### config.mk
export PLATFORM = sky130hd
export DESIGN_NAME = ifs_top
export DESIGN_NICKNAME = d
export VERILOG_FILES = /design/src/ifs_pkg.sv /design/src/ifs_fifo.sv /design/src/ifs_top.sv
export VERILOG_INCLUDE_DIRS = /design/src
export SDC_FILE = /design/constraint.sdc
export NUM_CORES = 1
export LEC_CHECK = 0
export BUFFER_PORTS_ARGS = -buffer_cell sky130_fd_sc_hd__buf_2
export CELL_PAD_IN_SITES_DETAIL_PLACEMENT = 2
export CELL_PAD_IN_SITES_GLOBAL_PLACEMENT = 2
export CORE_MARGIN = 3
export CORE_UTILIZATION = 50
export CTS_BUF_LIST = sky130_fd_sc_hd__clkbuf_8
export CTS_CLUSTER_SIZE = 25
export DETAILED_ROUTE_END_ITERATION = 10
export GPL_ROUTABILITY_DRIVEN = 0
export PLACE_DENSITY = 0.86
export SYNTH_ARGS = -nofsm -noshare
export SYNTH_HDL_FRONTEND = slang
export SYNTH_SLANG_ARGS = --single-unit
### constraint.sdc
create_clock -name clk -period 7.1 [get_ports clk]
set_input_delay 1.065 -clock clk [delete_from_list [all_inputs] [get_ports clk]]
set_output_delay 1.065 -clock clk [all_outputs]
set_load 0.01 [all_outputs]
### src/ifs_map.svh
// Register map, field positions, reset values and sizes of the status block
`ifndef IFS_MAP_SVH
`define IFS_MAP_SVH
// ----------------------------------------------------------------
// Byte offsets on the register bus
// ----------------------------------------------------------------
`define IFS_A_DATA     8'h10
`define IFS_A_RAW      8'h34
`define IFS_A_RXTL     8'h38
`define IFS_A_TXTL     8'h3c
`define IFS_A_CLR_RXU  8'h44
`define IFS_A_CLR_RXO  8'h48
`define IFS_A_CLR_TXO  8'h4c
`define IFS_A_CLR_RDQ  8'h50
`define IFS_A_CLR_ABT  8'h54
`define IFS_A_ENABLE   8'h6c
`define IFS_A_OWNADR   8'h70
`define IFS_A_CAUSE    8'h80
// ----------------------------------------------------------------
// Raw status bit positions
// ----------------------------------------------------------------
`define IFS_B_RXU  0
`define IFS_B_RXO  1
`define IFS_B_RXF  2
`define IFS_B_TXO  3
`define IFS_B_TXE  4
`define IFS_B_RDQ  5
`define IFS_B_ABT  6
// ----------------------------------------------------------------
// Reset values, limits and sizes
// ----------------------------------------------------------------
`define IFS_TL_RST   4'h7
`define IFS_TL_MAX   4'hf
`define IFS_OWN_RST  7'h55
`define IFS_DEPTH    16
`define IFS_BIT_LAST 3'h7
`endif

### src/ifs_pkg.sv
// Types shared by the status block files
package ifs_pkg;
  // Serial slave engine states, one-hot
  typedef enum logic [8:0] {
    ST_IDLE  = 9'h001,
    ST_ADDR  = 9'h002,
    ST_AEND  = 9'h004,
    ST_ACK   = 9'h008,
    ST_WR    = 9'h010,
    ST_WEND  = 9'h020,
    ST_RWAIT = 9'h040,
    ST_RD    = 9'h080,
    ST_RACK  = 9'h100
  } ifs_state_t;
  typedef logic [7:0] ifs_byte_t;
  typedef logic [4:0] ifs_level_t;
endpackage : ifs_pkg

### src/ifs_fifo.sv
// Sixteen-entry byte FIFO with synchronous flush
`timescale 1ns/1ps
`default_nettype none
`include "ifs_map.svh"
module ifs_fifo (
  input  wire logic             clk,
  input  wire logic             reset_n,
  input  wire logic             clear,
  input  wire logic             push,
  input  wire ifs_pkg::ifs_byte_t din,
  input  wire logic             pop,
  output ifs_pkg::ifs_byte_t    dout,
  output ifs_pkg::ifs_level_t   level,
  output logic                  full,
  output logic                  empty
);
  import ifs_pkg::*;
  // ----------------------------------------------------------------
  // Storage and pointers
  // ----------------------------------------------------------------
  ifs_byte_t  mem [`IFS_DEPTH];   // Entry storage
  logic [3:0] wp_reg;             // Write pointer
  logic [3:0] rp_reg;             // Read pointer
  ifs_level_t cnt_reg;            // Entries held
  wire        do_push;            // Accepted push
  wire        do_pop;             // Accepted pop
  assign full    = (cnt_reg == 5'(`IFS_DEPTH));
  assign empty   = (cnt_reg == 5'h00);
  assign do_push = push & ~full & ~clear;
  assign do_pop  = pop & ~empty & ~clear;
  assign dout    = mem[rp_reg];
  assign level   = cnt_reg;
  // Data write; storage needs no reset
  always_ff @(posedge clk) begin
    if (do_push) begin
      mem[wp_reg] <= din;
    end
  end
  // Pointers and count; flush wins over traffic
  always_ff @(posedge clk or negedge reset_n) begin
    if (!reset_n) begin
      wp_reg  <= 4'h0;
      rp_reg  <= 4'h0;
      cnt_reg <= 5'h00;
    end else if (clear) begin
      wp_reg  <= 4'h0;
      rp_reg  <= 4'h0;
      cnt_reg <= 5'h00;
    end else begin
      wp_reg  <= wp_reg + 4'(do_push);
      rp_reg  <= rp_reg + 4'(do_pop);
      cnt_reg <= cnt_reg + 5'(do_push) - 5'(do_pop);
    end
  end
endmodule : ifs_fifo
`default_nettype wire

### src/ifs_top.sv
// Serial slave with FIFO status flags, thresholds and register bus
//
// Operation
// Set abort flag when transmit cannot finish
// Abort cause register tells why
// Abort flushes both FIFOs
// Set read request when addressed for read
// Hold clock low until software answers
// Software answers by writing a data byte
// Reading clear register drops read request
// Transmit empty while level at/below threshold
// Disable flushes transmit; empty follows activity
// Transmit over on write into full FIFO
// Transmit over holds until activity ends
// Receive full while level at/above threshold
// Disable flushes receive; full drops at once
// Receive over on byte into full FIFO
// Acknowledge extra byte, discard it
// Receive over/under hold until activity ends
// Receive under on data read when empty
// Receive threshold 0..15, reset 7, N+1 entries
// Oversized threshold writes store 15
// Receive FIFO holds 16 entries
// Reserved bits read zero, writes ignored
//
// Local design decision: register access over Avalon-MM.
`timescale 1ns/1ps
`default_nettype none
`include "ifs_map.svh"
module ifs_top (
  input  wire logic        clk,
  input  wire logic        reset_n,
  input  wire logic [7:0]  address,
  input  wire logic        read,
  input  wire logic        write,
  input  wire logic [31:0] writedata,
  input  wire logic [3:0]  byteenable,
  output logic [31:0]      readdata,
  output logic             waitrequest,
  input  wire logic        scl_in,
  output logic             scl_out,
  output logic             scl_oe,
  input  wire logic        sda_in,
  output logic             sda_out,
  output logic             sda_oe
);
  import ifs_pkg::*;
  // ----------------------------------------------------------------
  // Pin synchronisers and bus conditions
  // ----------------------------------------------------------------
  logic [1:0] scl_sy_reg;     // Clock line synchroniser
  logic [1:0] sda_sy_reg;     // Data line synchroniser
  logic       scl_d_reg;      // Clock line, one cycle later
  logic       sda_d_reg;      // Data line, one cycle later
  wire        scl_s = scl_sy_reg[1];
  wire        sda_s = sda_sy_reg[1];
  wire        scl_rise = scl_s & ~scl_d_reg;
  wire        scl_fall = ~scl_s & scl_d_reg;
  wire        start_c = scl_s & scl_d_reg & sda_d_reg & ~sda_s;
  wire        stop_c = scl_s & scl_d_reg & ~sda_d_reg & sda_s;
  // Two stages before any logic looks at the pins
  always_ff @(posedge clk or negedge reset_n) begin
    if (!reset_n) begin
      scl_sy_reg <= 2'h3;
      sda_sy_reg <= 2'h3;
      scl_d_reg  <= 1'b1;
      sda_d_reg  <= 1'b1;
    end else begin
      scl_sy_reg <= {scl_sy_reg[0], scl_in};
      sda_sy_reg <= {sda_sy_reg[0], sda_in};
      scl_d_reg  <= scl_sy_reg[1];
      sda_d_reg  <= sda_sy_reg[1];
    end
  end
  // ----------------------------------------------------------------
  // Register bus decode, one wait cycle per access
  // ----------------------------------------------------------------
  logic       done_reg;        // Second cycle of an access
  logic       enable_reg;      // Controller enable
  logic [3:0] rxtl_reg;        // Receive threshold field
  logic [3:0] txtl_reg;        // Transmit threshold field
  logic [6:0] own_reg;         // Own slave address
  wire        req = read | write;
  wire        acc = req & done_reg;
  wire        acc_rd = acc & read;
  wire        acc_wr = acc & write & byteenable[0];
  wire        a_data = (address == `IFS_A_DATA);
  wire        a_raw = (address == `IFS_A_RAW);
  wire        a_rxtl = (address == `IFS_A_RXTL);
  wire        a_txtl = (address == `IFS_A_TXTL);
  wire        a_en = (address == `IFS_A_ENABLE);
  wire        a_own = (address == `IFS_A_OWNADR);
  wire        a_cause = (address == `IFS_A_CAUSE);
  wire        big_val = |writedata[31:4];
  wire [3:0]  tl_val = big_val ? `IFS_TL_MAX : writedata[3:0];
  assign waitrequest = req & ~done_reg;
  // Access sequencer
  always_ff @(posedge clk or negedge reset_n) begin
    if (!reset_n) begin
      done_reg <= 1'b0;
    end else begin
      done_reg <= req & ~done_reg;
    end
  end
  // Software-written control; upper bits are dropped, except that threshold writes with upper bits set store 15
  always_ff @(posedge clk or negedge reset_n) begin
    if (!reset_n) begin
      enable_reg <= 1'b0;
      rxtl_reg   <= `IFS_TL_RST;
      txtl_reg   <= `IFS_TL_RST;
      own_reg    <= `IFS_OWN_RST;
    end else if (acc_wr) begin
      if (a_en) enable_reg <= writedata[0];
      if (a_rxtl) rxtl_reg <= tl_val;
      if (a_txtl) txtl_reg <= tl_val;
      if (a_own) own_reg <= writedata[6:0];
    end
  end
  // ----------------------------------------------------------------
  // FIFOs
  // ----------------------------------------------------------------
  ifs_byte_t  rx_dout;        // Receive head
  ifs_byte_t  tx_dout;        // Transmit head
  ifs_level_t rx_lvl;         // Receive entries
  ifs_level_t tx_lvl;         // Transmit entries
  logic       rx_full_f;      // Receive FIFO full
  logic       rx_emp;         // Receive FIFO empty
  logic       tx_full_f;      // Transmit FIFO full
  logic       tx_emp;         // Transmit FIFO empty
  logic       rx_push;        // Engine pushes a byte
  logic       tx_pop;         // Engine takes a byte
  logic       abort_set;      // Transmit abort event
  ifs_byte_t  shift_next;     // Engine shift value
  wire        fl_clr = abort_set | ~enable_reg;
  wire        sw_push = acc_wr & a_data;
  wire        sw_pop = acc_rd & a_data;
  ifs_fifo u_rx (
    .clk     (clk),
    .reset_n (reset_n),
    .clear   (fl_clr),
    .push    (rx_push),
    .din     (shift_next),
    .pop     (sw_pop),
    .dout    (rx_dout),
    .level   (rx_lvl),
    .full    (rx_full_f),
    .empty   (rx_emp)
  );
  ifs_fifo u_tx (
    .clk     (clk),
    .reset_n (reset_n),
    .clear   (fl_clr),
    .push    (sw_push),
    .din     (writedata[7:0]),
    .pop     (tx_pop),
    .dout    (tx_dout),
    .level   (tx_lvl),
    .full    (tx_full_f),
    .empty   (tx_emp)
  );
  // ----------------------------------------------------------------
  // Serial slave engine
  // ----------------------------------------------------------------
  ifs_state_t st_reg;         // Engine state
  ifs_state_t st_next;
  ifs_byte_t  shift_reg;      // Byte shifter
  logic [2:0] cnt_reg;        // Bit counter
  logic [2:0] cnt_next;
  logic       rw_reg;         // Master reads from us
  logic       rw_next;
  logic       nack_reg;       // Master refused last byte
  logic       nack_next;
  logic       sda_oe_reg;     // Data line pulled low
  logic       sda_oe_next;
  logic       lead_reg;       // Clock held one cycle after a byte load
  logic [1:0] cause_set;      // Abort reasons this cycle
  wire        active = (st_reg != ST_IDLE);
  wire        in_read = rw_reg & (st_reg == ST_RWAIT | st_reg == ST_RD | st_reg == ST_RACK);
  wire        rdq_set = (st_next == ST_RWAIT) & (st_reg != ST_RWAIT);
  assign scl_out = 1'b0;
  assign sda_out = 1'b0;
  assign sda_oe  = sda_oe_reg;
  // Clock stays low until the first data bit has settled; releasing it
  // earlier would move data under a high clock and look like a START
  assign scl_oe  = (st_reg == ST_RWAIT) | lead_reg;
  assign abort_set = |cause_set;
  // Next state of the engine
  always_comb begin
    st_next     = st_reg;
    shift_next  = shift_reg;
    cnt_next    = cnt_reg;
    rw_next     = rw_reg;
    nack_next   = nack_reg;
    sda_oe_next = sda_oe_reg;
    rx_push     = 1'b0;
    tx_pop      = 1'b0;
    cause_set   = 2'b00;
    if (start_c | stop_c) begin
      // Frame edge; a read left with data pending is aborted
      cause_set[1] = in_read & ~tx_emp;
      st_next      = (start_c & enable_reg) ? ST_ADDR : ST_IDLE;
      cnt_next     = 3'h0;
      rw_next      = 1'b0;
      sda_oe_next  = 1'b0;
    end else begin
      unique case (st_reg)
        ST_IDLE: begin
        end
        ST_ADDR, ST_WR: begin
          // Sample one bit per rising clock edge
          if (scl_rise) begin
            shift_next = {shift_reg[6:0], sda_s};
            cnt_next   = cnt_reg + 3'h1;
            if (cnt_reg == `IFS_BIT_LAST) begin
              st_next = (st_reg == ST_ADDR) ? ST_AEND : ST_WEND;
              rx_push = (st_reg == ST_WR);
            end
          end
        end
        ST_AEND: begin
          // Acknowledge only our own address
          if (scl_fall) begin
            if (shift_reg[7:1] == own_reg) begin
              rw_next     = shift_reg[0];
              sda_oe_next = 1'b1;
              st_next     = ST_ACK;
            end else begin
              st_next = ST_IDLE;
            end
          end
        end
        ST_WEND: begin
          // Every byte is acknowledged, stored or not
          if (scl_fall) begin
            sda_oe_next = 1'b1;
            st_next     = ST_ACK;
          end
        end
        ST_ACK: begin
          if (scl_fall) begin
            sda_oe_next = 1'b0;
            cnt_next    = 3'h0;
            st_next     = rw_reg ? ST_RWAIT : ST_WR;
          end
        end
        ST_RWAIT: begin
          // Clock stretched until a byte is queued
          if (!tx_emp) begin
            shift_next  = tx_dout;
            tx_pop      = 1'b1;
            sda_oe_next = ~tx_dout[7];
            cnt_next    = 3'h0;
            st_next     = ST_RD;
          end
        end
        ST_RD: begin
          // Present the next bit after each falling edge
          if (scl_fall) begin
            shift_next = {shift_reg[6:0], 1'b0};
            cnt_next   = cnt_reg + 3'h1;
            if (cnt_reg == `IFS_BIT_LAST) begin
              sda_oe_next = 1'b0;
              st_next     = ST_RACK;
            end else begin
              sda_oe_next = ~shift_reg[6];
            end
          end
        end
        ST_RACK: begin
          // Master answer sampled on rise, acted on at fall
          if (scl_rise) begin
            nack_next = sda_s;
          end
          if (scl_fall) begin
            st_next      = nack_reg ? ST_IDLE : ST_RWAIT;
            cause_set[0] = nack_reg & ~tx_emp;
          end
        end
        default: begin
          st_next = ST_IDLE;
        end
      endcase
    end
  end
  // Engine state flops
  always_ff @(posedge clk or negedge reset_n) begin
    if (!reset_n) begin
      st_reg     <= ST_IDLE;
      shift_reg  <= 8'h00;
      cnt_reg    <= 3'h0;
      rw_reg     <= 1'b0;
      nack_reg   <= 1'b0;
      sda_oe_reg <= 1'b0;
      lead_reg   <= 1'b0;
    end else begin
      st_reg     <= st_next;
      shift_reg  <= shift_next;
      cnt_reg    <= cnt_next;
      rw_reg     <= rw_next;
      nack_reg   <= nack_next;
      sda_oe_reg <= sda_oe_next;
      lead_reg   <= tx_pop;
    end
  end
  // ----------------------------------------------------------------
  // Status flags
  // ----------------------------------------------------------------
  logic       txo_reg;        // Transmit over
  logic       rxo_reg;        // Receive over
  logic       rxu_reg;        // Receive under
  logic       rdq_reg;        // Read request
  logic       abt_reg;        // Transmit abort
  logic [1:0] cause_reg;      // Abort cause
  wire        idle_off = ~enable_reg & ~active;
  wire        clr_txo = (acc_rd & address == `IFS_A_CLR_TXO) | idle_off;
  wire        clr_rxo = (acc_rd & address == `IFS_A_CLR_RXO) | idle_off;
  wire        clr_rxu = (acc_rd & address == `IFS_A_CLR_RXU) | idle_off;
  wire        clr_rdq = acc_rd & address == `IFS_A_CLR_RDQ;
  wire        clr_abt = acc_rd & address == `IFS_A_CLR_ABT;
  wire        set_txo = sw_push & tx_full_f;
  wire        set_rxo = rx_push & rx_full_f & ~fl_clr;
  wire        set_rxu = sw_pop & rx_emp;
  wire        txe = enable_reg ? (tx_lvl <= {1'b0, txtl_reg}) : active;
  wire        rxf = enable_reg & (rx_lvl > {1'b0, rxtl_reg});
  wire [31:0] raw = {25'h0, abt_reg, rdq_reg, txe, txo_reg, rxf, rxo_reg, rxu_reg};
  // Sticky flags; a set in the clearing cycle wins
  always_ff @(posedge clk or negedge reset_n) begin
    if (!reset_n) begin
      txo_reg   <= 1'b0;
      rxo_reg   <= 1'b0;
      rxu_reg   <= 1'b0;
      rdq_reg   <= 1'b0;
      abt_reg   <= 1'b0;
      cause_reg <= 2'b00;
    end else begin
      txo_reg   <= set_txo | (txo_reg & ~clr_txo);
      rxo_reg   <= set_rxo | (rxo_reg & ~clr_rxo);
      rxu_reg   <= set_rxu | (rxu_reg & ~clr_rxu);
      rdq_reg   <= rdq_set | (rdq_reg & ~clr_rdq);
      abt_reg   <= abort_set | (abt_reg & ~clr_abt);
      cause_reg <= cause_set | (cause_reg & {2{~clr_abt}});
    end
  end
  // ----------------------------------------------------------------
  // Read data, loaded in the first cycle of an access
  // ----------------------------------------------------------------
  wire [31:0] rd_mux = a_data  ? {24'h0, rx_dout} :
                       a_raw   ? raw :
                       a_rxtl  ? {28'h0, rxtl_reg} :
                       a_txtl  ? {28'h0, txtl_reg} :
                       a_en    ? {31'h0, enable_reg} :
                       a_own   ? {25'h0, own_reg} :
                       a_cause ? {30'h0, cause_reg} : 32'h0;
  // Read data register
  always_ff @(posedge clk or negedge reset_n) begin
    if (!reset_n) begin
      readdata <= 32'h0;
    end else if (read & ~done_reg) begin
      readdata <= rd_mux;
    end
  end
endmodule : ifs_top
`default_nettype wire

# [Yosys cells after proc, flatten, opt, wreduce, memory -nomap -nowiden]
# Memories as Yosys holds them, arrays and structs flattened.
# Index checks and enable logic that the tools add are counted.
# W data, S select, Z words.
[word_totals] ff_bits=112 mem_bits_rw=256 inputBits=50 out_inout_bits=37 mem_count=2
[classes] n_addsub=9 magnitude_cmp=2 n_eq_ne=35 muxes=70 bitwise_logic=80 reduce_logical=18
[memory_table] memory="u_rx.mem" words=16 word_bits=8 rd=1 rd_ports_with_merged_regs=0 write_ports=1 line="ifs_fifo.sv:21" text="ifs_byte_t mem [`IFS_DEPTH];"
[memory_table] memory="u_tx.mem" words=16 word_bits=8 rd=1 rd_ports_with_merged_regs=0 write_ports=1 line="ifs_fifo.sv:21"
[op_table] op="$mux W9" count=10
[op_table] op="$pmux W9 S8" count=1
[op_table] op="$eq A8 B7 Y1 const B" count=7
[op_table] op="$mux W7" count=7
[op_table] op="$and A1 B1 Y1" count=44
[op_table] op="$mux W8" count=5
[op_table] op="$mux W1" count=28
[op_table] op="$reduce_or A28 Y1" count=1
[op_table] op="$eq A8 B6 Y1 const B" count=3
[op_table] op="$mux W4" count=6
[op_table] op="$pmux W8 S3" count=1
[op_table] op="$not A1 Y1" count=20
[op_table] op="$eq A9 B7 Y1 const B" count=2
[op_table] op="$add A4 B1 Y4" count=4
[op_table] op="$mux W3" count=5
[op_table] op="$ne A3 B3 Y1 const B" count=5
[op_table] op="$or A1 B1 Y1" count=14
[op_table] op="$pmux W3 S4" count=1
[op_table] op="$add A5 B1 Y5" count=2
[op_table] op="$eq A5 B5 Y1 const B" count=2
[op_table] op="$logic_not A5 Y1" count=2
[op_table] op="$mux W5" count=2
[op_table] op="$sub A5 B1 Y5" count=2
[op_table] op="$eq A9 B1 Y1 const B" count=1
[op_table] op="other kinds (30)" count=39

# [Depth between registers and ports, before layout]
# Gate-level depths: netlist of the first run.
[logic_depth] ltp_word=13 ltp_mapped=18

# [Modules after synthesis]
# Synthesis of the first run repeated with hierarchy kept, for this count alone.
[hier_totals] hier_cells=1005 hier_area_um2=15233.4
[modules_own_cells] module="ifs_fifo (u_tx)" n_inst=1 cells_each=290 area_each_um2=5724.2 seq_area_each_um2=4169.0
[modules_own_cells] module="ifs_fifo (u_rx)" n_inst=1 cells_each=289 area_each_um2=5625.4 seq_area_each_um2=4169.0
[modules_own_cells] module="ifs_top" n_inst=1 cells_each=426 area_each_um2=3883.7 seq_area_each_um2=1572.8

# [Worst setup path after synthesis of the first run]
# Ideal clock, no wire load.
[synth_timing] path_type="in2reg" startpoint="in address[1]" endpoint="reg u_rx.cnt_reg[4] (netlist: u_rx.level[4])" setup_time_ns=0.126 t_arrival_ns=3.550 slack_ns=3.424 cell_stages=15 path_buffers=1 path_cell_list="nor4_1 -> nand2_1 -> or3_1 -> clkbuf_1 -> nor4_1 -> ha_1 -> inv_1 -> ha_1 -> inv_1 -> fa_1 -> inv_1 -> a21oi_1 -> nor2_1 -> or3_1 -> a21oi_1"
[synth_via] elab_chain_cells=6
[synth_lines] element="start: declaration" line="ifs_top.sv:33" text="input wire logic [7:0] address,"
[synth_lines] element="$eq A8 B5 Y1 (no source line)"
[synth_lines] element="$and A1 B1 Y1" line="ifs_top.sv:136" text="wire sw_pop = acc_rd & a_data;"
[synth_lines] element="$and A1 B1 Y1 (2 in series)" line="ifs_fifo.sv:30" text="assign do_pop = pop & ~empty & ~clear;"
[synth_lines] element="$sub A5 B1 Y5" line="ifs_fifo.sv:52" text="cnt_reg <= cnt_reg + 5'(do_push) - 5'(do_pop);"
[synth_lines] element="$mux W5" line="ifs_fifo.sv:45" text="end else if (clear) begin"
[synth_lines] element="end signal: assignment" line="ifs_fifo.sv:52"
[synth_lines] element="end: declaration" line="ifs_fifo.sv:24" text="ifs_level_t cnt_reg;"
# Every way passes these cells.
# A chain may end at the register's enable or synchronous reset.

# [Worst setup path after layout of the first run]
[layout_timing] startpoint="reg u_tx.cnt_reg[2] (netlist: u_tx.level[2])" endpoint="reg u_rx.cnt_reg[4] (netlist: u_rx.level[4])"
[layout_via] elab_chain_cells=13 elab_cells_between_ends=16
[layout_lines] element="start: declaration" line="ifs_fifo.sv:24"
[layout_lines] element="start signal: assignment" line="ifs_fifo.sv:52"
[layout_lines] element="$logic_not A5 Y1 (*)" line="ifs_fifo.sv:28" text="assign empty = (cnt_reg == 5'h00);"
[layout_lines] element="$not A1 Y1 (*)" line="ifs_top.sv:200, ifs_top.sv:276"
[layout_lines] element="$and A1 B1 Y1" line="ifs_top.sv:276" text="cause_set[0] = nack_reg & ~tx_emp;"
[layout_lines] element="$mux W1" line="ifs_top.sv:274" text="if (scl_fall) begin"
[layout_lines] element="$mux W1" line="ifs_top.sv:206" text="unique case (st_reg)"
[layout_lines] element="$mux W1" line="ifs_top.sv:198" text="if (start_c | stop_c) begin"
[layout_lines] element="$reduce_or A2 Y1 (*)" line="ifs_top.sv:186" text="assign abort_set = |cause_set;"
[layout_lines] element="$or A1 B1 Y1 (*)" line="ifs_top.sv:134" text="wire fl_clr = abort_set | ~enable_reg;"
[layout_lines] element="$not A1 Y1" line="ifs_fifo.sv:29, ifs_fifo.sv:30"
[layout_lines] element="$and A1 B1 Y1" line="ifs_fifo.sv:29" text="assign do_push = push & ~full & ~clear;"
[layout_lines] element="$add A5 B1 Y5" line="ifs_fifo.sv:52"
[layout_lines] element="$sub A5 B1 Y5" line="ifs_fifo.sv:52"
[layout_lines] element="$mux W5 (*)" line="ifs_fifo.sv:45"
# Every way passes the cells marked *; elsewhere a longest branch is shown, timed or not.

==> metrics, run 1 <==
TritonCTS clock tree yes; Residual DRC 0; Highest Clock Rate 0.195 GHz; nets@finish 1,185; final setup vio count 0; Starting DRT DRC Count 1,293; # H-tree levels 2; synthesized area 15,300 um^2; GRT overflow 0; register bit total from synthesis 344; Final Skew 0.0439 ns; XOR/XNOR share of the synthesized area 1.48%; cts hold-fix bufs 0; critical-path cell list inv_1 > ha_1 > nor4b_1 > nor3_2 > nand4_1 > nand3_1 > nor4_1 > ha_1 > inv_1 > ha_1 > inv_1 > fa_1 > inv_1 > a21oi_1 > nor2_1 > o21ai_0 > a21oi_1; CP max-delay cell nor4b_1; post-layout util 57.4%; Worst-Skew Late Latency 0.63 ns; Final min period 5.13 ns; Synth top area share 50.1%; CP Launch Type register; fin crit share 72.2%; CP dominant cell by count inv_1; clock sinks 344; post-synthesis cell count 1,005; vias in the first global route 11,800; crit-path max FO 4; drt pass-1 iters 5; post-CTS resize count 0; row cnt 63; Max-Slew Margin vs Limit 8.77%; Initial Util 51.2%; Root Buffer clkbuf_8; clock buffer count from CTS 56; Critical Path Max Stage Delay 0.86 ns; Req. time, crit path 7.63 ns; drt via density 6.96; first-pass GRT wire length 86,500 um; largest family of logic cells by synthesized area multiplexers; cell taking the most area after synthesis edfxtp_1; clk buf depth 3; CP endpoint kind register; Hold Vio Cnt, Final 0; EDFF count, synth 256; fraction of layout cells with a size suffix above 1 26.2%; hpwl dp 35,600 um; Routed Antenna Nets 0; RSZ-0062 raised after global routing no; Synth warnings 0; adder-cell share of the synthesized area 2.71%; Vias 10,700; mux share of post-synthesis cell area 12.8%; Area contributors post-synth edfxtp_1, dfrtp_1, mux4_2; I/O Buffers 57; Lkg Pwr 6.12 nW; Inst Count DP 1,435; TNS Setup 0 ns; largest net degree at the start of global routing 74; post-synthesis compound-gate area fraction 4.47%; r2r setup slk 1.97 ns; DIE AREA 32,800 um^2; Yosys cell types 70; ys flop type edfxtp_1; WS Path Type reg2reg; area grow syn2layout 12.1%; Post-CTS Repair Setup Buffers 0; I/O pins 87; initial antenna violation count 4; die span in y 181 um; outcome complete, no violations; Core Box Area 30,000 um^2; FFs w/ async S/R, synth 25.6%; Post-Synth Simple-Gate Area 10.7%; clk slew on worst S/H paths 0.07 ns; Post-Syn Area per Cell 15.3 um^2; WL/cell 38.5 um; All-Layer GR Usage 36.4%; Hold Crit Class in2async; Seq/Total Area, Yosys 64.6%; Slew @ Worst Pin 1.36 ns; Finished Layout Cells 1,542; Crit path arrival time 5.66 ns; number of max-cap violations 0; Final Routed Wirelength 59,400 um; PD cells 239 nW/um^2; Max Slew Vio Count 0; die width 181 um; VDD IR-drop max 0.173 mV
-- through the flow --
step | power, W | setup WS (ns) | hold WS, ns | area [um^2]
after detailed placement | 0.00234 | 2.49 | 0.350 | 16100
after floorplan | 0.00227 | 3.42 | 0.345 | 15400
final | 0.00411 | 1.97 | 0.294 | 17200
after CTS | 0.00412 | 2.15 | 0.293 | 17200
after global routing | 0.00420 | 1.87 | 0.303 | 17200
after global placement | 0.00232 | 2.77 | 0.346 | 16100
-- synthesized netlist by cell type (20+ instances only) --
cell      number
edfxtp_1     256
clkbuf_1      24
ha_1          30
a21oi_1       28
o21ai_0       20
dfrtp_1       71
nand2_1       63
buf_2         20
nor2_1        60
buf_4         26
mux4_2        77
nor3_1        30
nor4_1        22
nand3_1       33
inv_1         26
-- logic make-up (layout without fill, tap and decap cells) --
family	after synthesis	count (layout)
adders and majority gates	32	32
other	1	27
DFF	344	344
muxes	98	98
xor gates and xnor gates	26	26
buffers and inverters	100	221
and+or+nand+nor	305	305
AOI/OAI and AO/OA	99	99
-- critical path, delay by kind of cell, from the launching register on --
family,cells,cell delay (ns)
and+or+nand+nor,6,2.52
adders and majority gates,4,1.28
DFF,1,0.45
buffers and inverters,4,0.39
AOI/OAI and AO/OA,3,0.39
-- area by class of cell --
class / instances / area, um^2
multi-input cells: 586 / 5040
inverters: 26 / 97.6
repair buffers: 89 / 528
diodes: 1 / 2.50
fillers: 2646 / 12800
clock buffers: 70 / 963
clock inverters: 36 / 165
flip-flops and latches: 344 / 9910
well taps: 390 / 488
-- cells in the final DEF (no fill, tap or decap), types with 13 or more instances in the layout --
cell / instances
a21oi_1: 28
and2_1: 14
buf_2: 56
buf_4: 33
clkbuf_8: 70
conb_1: 26
dfrtp_1: 69
dfstp_2: 17
edfxtp_1: 256
ha_1: 30
inv_1: 44
mux2_2: 13
mux4_2: 77
nand2_1: 63
nand3_1: 33
nor2_1: 60
nor2b_1: 15
nor3_1: 30
nor4_1: 21
o21ai_0: 18
xor2_1: 17
-- layer usage --
layer	global-route usage (%)	vias to the layer above	routed length [um]	part of all wire, %
met4	18.5	6	3590	6.0
met1	45.9	5624	21300	36
met2	60.6	811	29200	49
li1	-	4053	-	-
met3	6.83	235	5320	9.0
met5	0	-	40	0.067
-- path summary, 6_finish.rpt --
kind	from	endpoint	cells past startpoint
max reg2reg	u_tx.level[2]	u_rx.level[4]	17
min in group clk	scl_sy_reg[0]	scl_sy_reg[1]	0
max	u_tx.level[2]	u_rx.level[4]	17
min	reset_n	u_rx.level[0]	1
min reg2reg	scl_sy_reg[0]	scl_sy_reg[1]	0
max in group asynchronous	reset_n	st_reg[2]	2
-- power by group --
| group | switching, W | internal, W |
|---|---|---|
| clock | 0.000904 | 0.000893 |
| combinational | 0.0000936 | 0.0000324 |
| sequential | 0.0000180 | 0.00216 |
| total | 0.00102 | 0.00309 |
(Power assumes the default switching activity.)
==> inputs of run 2 (changes only) <==
--- a/config.mk
+++ b/config.mk
@@ -6,16 +6,17 @@
 export SDC_FILE = /design/constraint.sdc
 export NUM_CORES = 1
 export LEC_CHECK = 0
+export ABC_AREA = 1
 export BUFFER_PORTS_ARGS = -buffer_cell sky130_fd_sc_hd__buf_2
 export CELL_PAD_IN_SITES_DETAIL_PLACEMENT = 2
 export CELL_PAD_IN_SITES_GLOBAL_PLACEMENT = 2
 export CORE_MARGIN = 3
-export CORE_UTILIZATION = 50
+export CORE_UTILIZATION = 38
 export CTS_BUF_LIST = sky130_fd_sc_hd__clkbuf_8
 export CTS_CLUSTER_SIZE = 25
 export DETAILED_ROUTE_END_ITERATION = 10
 export GPL_ROUTABILITY_DRIVEN = 0
-export PLACE_DENSITY = 0.86
+export PLACE_DENSITY = 0.78
 export SYNTH_ARGS = -nofsm -noshare
 export SYNTH_HDL_FRONTEND = slang
 export SYNTH_SLANG_ARGS = --single-unit
==> constraint.sdc (replaced) <==
create_clock -name clk -period 4.1 [get_ports clk]
set_input_delay 0.615 -clock clk [delete_from_list [all_inputs] [get_ports clk]]
set_output_delay 0.615 -clock clk [all_outputs]
set_load 0.01 [all_outputs]
==> run 2 against run 1 <==
Synthesized cell count rose by 56%. Clock skew is essentially flat. Worst setup slack lost 1.5 ns. Via count grew 12%. Fmax increased by 42%. Critical path depth is 3 higher. Largest power group unchanged.
==> metrics, run 2 <==
CP dominant cell by count nor2_1 (was inv_1); row cnt 74 (was 63); register bit total from synthesis 344 (unchanged); I/O pins 87 (unchanged); Seq/Total Area, Yosys 62.2% (was 64.6%); most frequent cells after synthesis nor2_1, edfxtp_1, nand2_1 (was edfxtp_1, mux4_2, dfrtp_1); Hold Vio Cnt, Final 0 (unchanged); WS Path Type reg2reg (unchanged); critical-path cell list inv_1 > ha_1 > nand4_1 > buf_4 > nand2_1 > inv_2 > nand2_2 > nand3_2 > nor4_2 > ha_1 > inv_1 > ha_1 > inv_1 > fa_1 > nor2_1 > nor2_1 > nor2_1 > nor2_1 > xor2_1 > nor2_1 (was inv_1 > ha_1 > nor4b_1 > nor3_2 > nand4_1 > nand3_1 > nor4_1 > ha_1 > inv_1 > ha_1 > inv_1 > fa_1 > inv_1 > a21oi_1 > nor2_1 > o21ai_0 > a21oi_1); RSZ-0062 raised after global routing no (unchanged); Final Skew 0.0439 ns (about the same); Vias 12,000 (was 10,700); VDD IR-drop max 0.216 mV (was 0.173 mV); WL/cell 22.4 um (was 38.5 um); Area contributors post-synth edfxtp_1, dfrtp_1, nor2_1 (was edfxtp_1, dfrtp_1, mux4_2); first-pass GRT wire length 77,700 um (was 86,500 um); Hold Crit Class in2reg (was in2async); r2r startpoint u_tx.level[3] (was u_tx.level[2]); outcome complete, no violations (unchanged); TNS Setup 0 ns (unchanged); Synth top area share 48.2% (was 50.1%); worst setup path start u_tx.level[3] (was u_tx.level[2]); Final Cell Area 17,800 um^2 (was 17,200 um^2); nets@finish 1,741 (was 1,185); cell taking the most area after synthesis edfxtp_1 (unchanged); CP Launch Type register (unchanged); largest net degree at the start of global routing 66 (was 74); Yosys cell types 47 (was 70); Post-CTS Repair Setup Buffers 0 (unchanged); Post-Syn Area per Cell 10.1 um^2 (was 15.3 um^2); hpwl dp 34,500 um (was 35,600 um); commonest cells after routing, fill and taps aside nor2_1, edfxtp_1, nand2_1 (was edfxtp_1, mux4_2, clkbuf_8); count leader, synth nor2_1 (was edfxtp_1); Crit path arrival time 4.13 ns (was 5.66 ns); Residual DRC 0 (unchanged); die width 211 um (was 181 um); CP endpoint kind register (unchanged); EDFF count, synth 256 (unchanged); Highest Clock Rate 0.278 GHz (was 0.195 GHz); Core Box Area 41,100 um^2 (was 30,000 um^2); TritonCTS clock tree yes (unchanged); Root Buffer clkbuf_8 (unchanged); final setup vio count 0 (unchanged); clk buf depth 3 (unchanged); clock sinks 344 (unchanged); Final Routed Wirelength 50,000 um (was 59,400 um); Fillers 4,421 (was 2,646); Lkg Pwr 6.62 nW (was 6.12 nW); post-synthesis cell count 1,571 (was 1,005); Max-Slew Margin vs Limit 28.0% (was 8.77%); fraction of layout cells with a size suffix above 1 13.0% (was 26.2%); DIE AREA 44,400 um^2 (was 32,800 um^2); Worst-Skew Late Latency 0.65 ns (was 0.63 ns); commonest non-fill, non-tap cell in the layout nor2_1 (was edfxtp_1); drt via density 5.37 (was 6.96); Req. time, crit path 4.63 ns (was 7.63 ns); GRT overflow 0 (unchanged); fin crit share 87.9% (was 72.2%); diode count 0 (was 1); ys flop type edfxtp_1 (unchanged); drt pass-1 iters 5 (unchanged); CP max-delay cell nor4_2 (was nor4b_1); Critical Path Max Stage Delay 0.43 ns (was 0.86 ns); clk slew on worst S/H paths 0.06 ns (was 0.07 ns); All-Layer GR Usage 22.6% (was 36.4%); initial antenna violation count 0 (was 4); Starting DRT DRC Count 695 (was 1,293); vias in the first global route 13,400 (was 11,800); PD cells 384 nW/um^2 (was 239 nW/um^2); # H-tree levels 2 (unchanged); Final min period 3.60 ns (was 5.13 ns); area grow syn2layout 11.8% (was 12.1%); die span in y 211 um (was 181 um); Max Slew Vio Count 0 (unchanged); clock buffer count from CTS 58 (was 56); I/O Buffers 57 (unchanged); FFs w/ async S/R, synth 25.6% (unchanged); synthesized area 15,900 um^2 (was 15,300 um^2); Area after DPL 16,700 um^2 (was 16,100 um^2); crit-path max FO 8 (was 4); Slew @ Worst Pin 1.08 ns (was 1.36 ns); Routed Antenna Nets 0 (unchanged); number of max-cap violations 0 (unchanged); hold path startpoint write; Synth warnings 0 (unchanged); Initial Util 38.8% (was 51.2%)
-- run 2: changes by cell type after synthesis, sizes merged, moves of 66 or more --
| cell | change |
|---|---|
| nand2 | +151 |
| mux4 | -77 |
| inv | +112 |
| o21ai | +176 |
| nand3 | +66 |
| nor2 | +258 |
-- run 2: worst max-delay path: cells and delay by family (launching register included) --
| family | cells | cell delay, ns |
|---|---|---|
| simple gates | 10 | 1.43 |
| xor+xnor | 1 | 0.14 |
| flops | 1 | 0.41 |
| buf+inv | 5 | 0.44 |
| fa+ha+maj | 4 | 1.07 |
-- run 2: power by group --
group          total (W)  switching [W]  leakage [nW]  internal (W)
clock            0.00288        0.00142         0.620       0.00146
combinational   0.000192       0.000137          2.76     0.0000543
sequential       0.00377      0.0000156          3.23       0.00375
-- run 2: stage by stage --
stage / worst slack, ns / util (%) / power [W] / hold slack (ns) / cells
2_1_floorplan: 1.08 / - / 0.00394 / 0.319 / 1596
3_3_place_gp: 0.630 / 40.7 / 0.00401 / 0.346 / 2128
3_5_place_dp: 0.507 / 40.7 / 0.00403 / 0.350 / 2128
4_1_cts: 0.471 / 43.3 / 0.00692 / 0.195 / 2236
5_1_grt: 0.173 / 43.3 / 0.00707 / 0.245 / 2236
6_report: 0.497 / 43.3 / 0.00684 / 0.256 / 2236
-- run 2: cell type report --
| class | count | area [um^2] | area share, % |
|---|---|---|---|
| sequential | 344 | 9910 | 55.6 |
| multi-input combinational | 1032 | 5150 | 28.9 |
| clock buffer | 66 | 908 | 5.10 |
| tap | 532 | 666 | 3.74 |
| inverter | 139 | 522 | 2.93 |
| timing repair buffer | 84 | 498 | 2.79 |
| clock inverter | 39 | 156 | 0.878 |
-- run 2: worst paths after layout --
check / end / slack (ns) / cells past startpoint
setup reg to reg: u_rx.level[4] / 0.50 / 20
max in group asynchronous: own_reg[0] / 2.73 / 3
hold reg to reg: scl_sy_reg[1] / 0.36 / 0
hold / removal: done_reg / 0.26 / 3
min in group asynchronous: u_tx.level[3] / 0.45 / 2
setup / recovery: u_rx.level[4] / 0.50 / 20
-- run 2: routing by layer --
metal  part of all wire, %  GRT usage (%)  wire length [um]  up-vias
li1                      -              -                 -     5512
met1                    43           28.8             21400     6181
met2                    51           39.5             25300      229
met3                   3.8           3.79              1920       76
met4                   2.7           7.32              1370        0
met5                     0              0                 0        -
-- run 2: repair_timing --
item	4_1_cts	5_1_grt
hold buffers	3	0
setup endpoints to repair	0	0
endpoints found under the hold margin	24	0
gates resized for setup	0	0
-- run 2: cells by family (layout without fill, tap and decap cells) --
logic type | Yosys count | after routing | synth area share (%)
other cells | 1 | 26 | 0.0235
flops | 344 | 344 | 62.2
simple gates | 681 | 681 | 18.5
mux | 1 | 1 | 0.0707
xor+xnor | 18 | 18 | 0.989
fa+ha+maj | 32 | 32 | 2.61
buf+inv | 220 | 328 | 6.04
compound gates | 274 | 274 | 9.60
==> inputs of run 3 (changes only) <==
--- a/config.mk
+++ b/config.mk
@@ -11,12 +11,13 @@
 export CELL_PAD_IN_SITES_DETAIL_PLACEMENT = 2
 export CELL_PAD_IN_SITES_GLOBAL_PLACEMENT = 2
 export CORE_MARGIN = 3
-export CORE_UTILIZATION = 38
+export CORE_UTILIZATION = 36
 export CTS_BUF_LIST = sky130_fd_sc_hd__clkbuf_8
 export CTS_CLUSTER_SIZE = 25
 export DETAILED_ROUTE_END_ITERATION = 10
 export GPL_ROUTABILITY_DRIVEN = 0
-export PLACE_DENSITY = 0.78
+export PLACE_DENSITY = 0.77
 export SYNTH_ARGS = -nofsm -noshare
 export SYNTH_HDL_FRONTEND = slang
+export SYNTH_HIERARCHICAL = 1
 export SYNTH_SLANG_ARGS = --single-unit
==> run 3 against run 2 <==
Clock skew is 0.0092 ns lower. Utilization is 2.0 points lower. Die area is 11% higher. Worst hold slack worse by 0.20 ns. Via count is 7.3% higher. Clock-buffer cell count is 3 higher.
==> metrics, run 3 <==
Slew @ Worst Pin 0.868 ns (was 1.08 ns); TritonCTS clock tree yes (unchanged); CP Launch Type register (unchanged); register bit total from synthesis 344 (unchanged); cell taking the most area after synthesis edfxtp_1 (unchanged); Worst Hold Depth 1 (was 3); Routed Antenna Nets 0 (unchanged); Post-Syn Area per Cell 9.10 um^2 (was 10.1 um^2); Worst Path Buf+Inv 7 (was 5); commonest cells after routing, fill and taps aside nand2_1, inv_1, edfxtp_1 (was nor2_1, edfxtp_1, nand2_1); Critical Path Max Stage Delay 0.45 ns (was 0.43 ns); cts hold-fix bufs 0 (was 3); ys flop type edfxtp_1 (unchanged); TNS Setup 0 ns (unchanged); final setup vio count 0 (unchanged); # H-tree levels 2 (unchanged); I/O pins 87 (unchanged); WL/cell 19.7 um (was 22.4 um); Core Box Area 45,800 um^2 (was 41,100 um^2); Hold Crit Class in2reg (unchanged); PD cells 381 nW/um^2 (was 384 nW/um^2); outcome complete, no violations (unchanged); area grow syn2layout 12.5% (was 11.8%); Fillers 5,053 (was 4,421); Starting DRT DRC Count 577 (was 695); r2r startpoint st_reg[2] (was u_tx.level[3]); Area contributors post-synth edfxtp_1, nand2_1, dfrtp_1 (was edfxtp_1, dfrtp_1, nor2_1); Max Slew Vio Count 0 (unchanged); Highest Clock Rate 0.270 GHz (was 0.278 GHz); Req. time, crit path 4.67 ns (was 4.63 ns); Yosys cell types 43 (was 47); Initial Util 36.7% (was 38.8%); All-Layer GR Usage 20.9% (was 22.6%); vias in the first global route 14,500 (was 13,400); count leader, synth nand2_1 (was nor2_1); synthesized area 16,800 um^2 (was 15,900 um^2); clock sinks 344 (unchanged); nets@finish 2,030 (was 1,741); die span in y 222 um (was 211 um); EDFF count, synth 256 (unchanged); Crit path arrival time 4.28 ns (was 4.13 ns); FF-to-FF path depth 24 (was 20); row cnt 78 (was 74); I/O Buffers 57 (unchanged); Final Routed Wirelength 51,100 um (was 50,000 um); clk slew on worst S/H paths 0.06 ns (about the same); drt pass-1 iters 5 (unchanged); hold path startpoint scl_in (was write); diode count 0 (unchanged); Final Skew 0.0348 ns (was 0.0439 ns); DIE AREA 49,300 um^2 (was 44,400 um^2); Min-Delay Endpoint scl_sy_reg[0] (was done_reg); Lkg Pwr 8.77 nW (was 6.62 nW); r2r setup slk 0.39 ns (was 0.50 ns); number of max-cap violations 0 (unchanged); RR Endpoint u_tx/level[4] (was u_rx.level[4]); largest net degree at the start of global routing 66 (unchanged); Hold Vio Cnt, Final 0 (unchanged); clk buf depth 3 (unchanged); Seq/Total Area, Yosys 59.0% (was 62.2%); critical path's top delay family simple AND/OR/NAND/NOR gates (unchanged); most frequent cells after synthesis nand2_1, inv_1, edfxtp_1 (was nor2_1, edfxtp_1, nand2_1); FFs w/ async S/R, synth 25.6% (unchanged); Worst-Skew Late Latency 0.66 ns (was 0.65 ns); Vias 12,900 (was 12,000); drt via density 4.95 (was 5.37); critical-path cell list nor2_4 > nand2_2 > inv_2 > nand2_1 > nand3_1 > nand4_1 > o21ai_0 > inv_1 > nand2_1 > inv_2 > nand3_1 > inv_1 > ha_1 > inv_1 > ha_1 > inv_1 > fa_1 > inv_1 > nand2_1 > nand2_1 > a21oi_1 > nand2_1 > nand2_1 > nor2_1 (was inv_1 > ha_1 > nand4_1 > buf_4 > nand2_1 > inv_2 > nand2_2 > nand3_2 > nor4_2 > ha_1 > inv_1 > ha_1 > inv_1 > fa_1 > nor2_1 > nor2_1 > nor2_1 > nor2_1 > xor2_1 > nor2_1); DP Worst Slack 0.384 ns (was 0.507 ns); Root Buffer clkbuf_8 (unchanged); Synth top area share 45.8% (was 48.2%); Max-Slew Margin vs Limit 42.1% (was 28.0%); fin crit share 90.5% (was 87.9%); first-pass GRT wire length 81,100 um (was 77,700 um); fraction of layout cells with a size suffix above 1 11.7% (was 13.0%); die width 222 um (was 211 um); GRT overflow 0 (unchanged); worst setup margin 0.391 ns (was 0.497 ns); clock buffer count from CTS 61 (was 58); CP dominant cell by count nand2_1 (was nor2_1); CP max-delay cell dfrtp_1 (was nor4_2); Residual DRC 0 (unchanged); Synth warnings 6 (was 0); VDD IR-drop max 0.214 mV (was 0.216 mV); hpwl dp 35,100 um (was 34,500 um); RSZ-0062 raised after global routing no (unchanged); Final min period 3.71 ns (was 3.60 ns); commonest non-fill, non-tap cell in the layout nand2_1 (was nor2_1); crit-path max FO 11 (was 8); WS Path Type reg2reg (unchanged); initial antenna violation count 0 (unchanged); post-synthesis cell count 1,846 (was 1,571); CP endpoint kind register (unchanged)
==> run 3: worst max path at each step <==
stage / slack [ns] / endpoint / startpoint / cells past startpoint
2_1_floorplan: 1.07 / u_tx/level[4] / sda_sy_reg[1] / 22
3_3_place_gp: 0.49 / u_rx/level[4] / st_reg[2] / 23
3_5_place_dp: 0.38 / u_rx/level[4] / st_reg[2] / 24
4_1_cts: 0.36 / u_rx/level[4] / st_reg[0] / 23
5_1_grt: 0.04 / u_tx/level[4] / st_reg[2] / 24
6_report: 0.39 / u_tx/level[4] / st_reg[2] / 24
==> run 3: cells by family (layout without fill, tap and decap cells) <==
group	Yosys count	after routing	synth area share [%]
xor gates and xnor gates	10	10	0.521
buffers and inverters	415	542	10.9
DFF	344	344	59.0
adders and majority gates	32	32	2.47
and+or+nand+nor	969	969	24.6
other	1	26	0.0223
AOI/OAI and AO/OA	75	75	2.53
==> run 3: final cells by class <==
type,instances,area (um^2),area share [%]
clock buffer,69,950,5.02
timing repair buffer,93,571,3.02
sequential,344,9910,52.4
clock inverter,44,303,1.60
inverter,336,1260,6.68
multi-input combinational,1112,5160,27.3
tap,600,751,3.97
==> run 3: per-stage QoR <==
stage	area (um^2)	std cells	power (W)	utilization [%]	hold WS [ns]
2_1_floorplan	16900	1871	0.00390	-	0.319
3_3_place_gp	17700	2485	0.00398	38.6	0.348
3_5_place_dp	17700	2485	0.00399	38.6	0.352
4_1_cts	18900	2598	0.00732	41.3	0.00568
5_1_grt	18900	2598	0.00749	41.3	0.0157
6_report	18900	2598	0.00721	41.3	0.0579
==> run 3: what timing repair did <==
item	4_1_cts	5_1_grt
gates resized for setup	0	1
endpoints found under the setup margin	0	1
buffers inserted	0	0
==> run 3: power breakdown <==
| part | switching [W] | internal, W | leakage [nW] |
|---|---|---|---|
| Clock | 0.00150 | 0.00179 | 0.708 |
| Sequential | 0.0000113 | 0.00374 | 3.16 |
| Combinational | 0.000120 | 0.0000423 | 4.91 |
| Total | 0.00163 | 0.00558 | 8.77 |
==> run 3: metal layers <==
layer	global-route usage [%]	wire [um]	part of all wire (%)
met1	25.8	21800	43
met2	37.7	26300	51
met3	3.31	1770	3.5
met4	5.78	1220	2.4
met5	0	0	0
==> run 3: worst register-to-register path: stages (launching register included) <==
cell and delay [ns]:
dfrtp_1 0.45, nor2_4 0.19, nand2_2 0.12, inv_2 0.09
nand2_1 0.18, nand3_1 0.18, nand4_1 0.09, o21ai_0 0.08
inv_1 0.07, nand2_1 0.38, inv_2 0.18, nand3_1 0.13
inv_1 0.07, ha_1 0.29, inv_1 0.06, ha_1 0.15
inv_1 0.06, fa_1 0.39, inv_1 0.07, nand2_1 0.07
nand2_1 0.07, a21oi_1 0.07, nand2_1 0.06, nand2_1 0.04
nor2_1 0.08
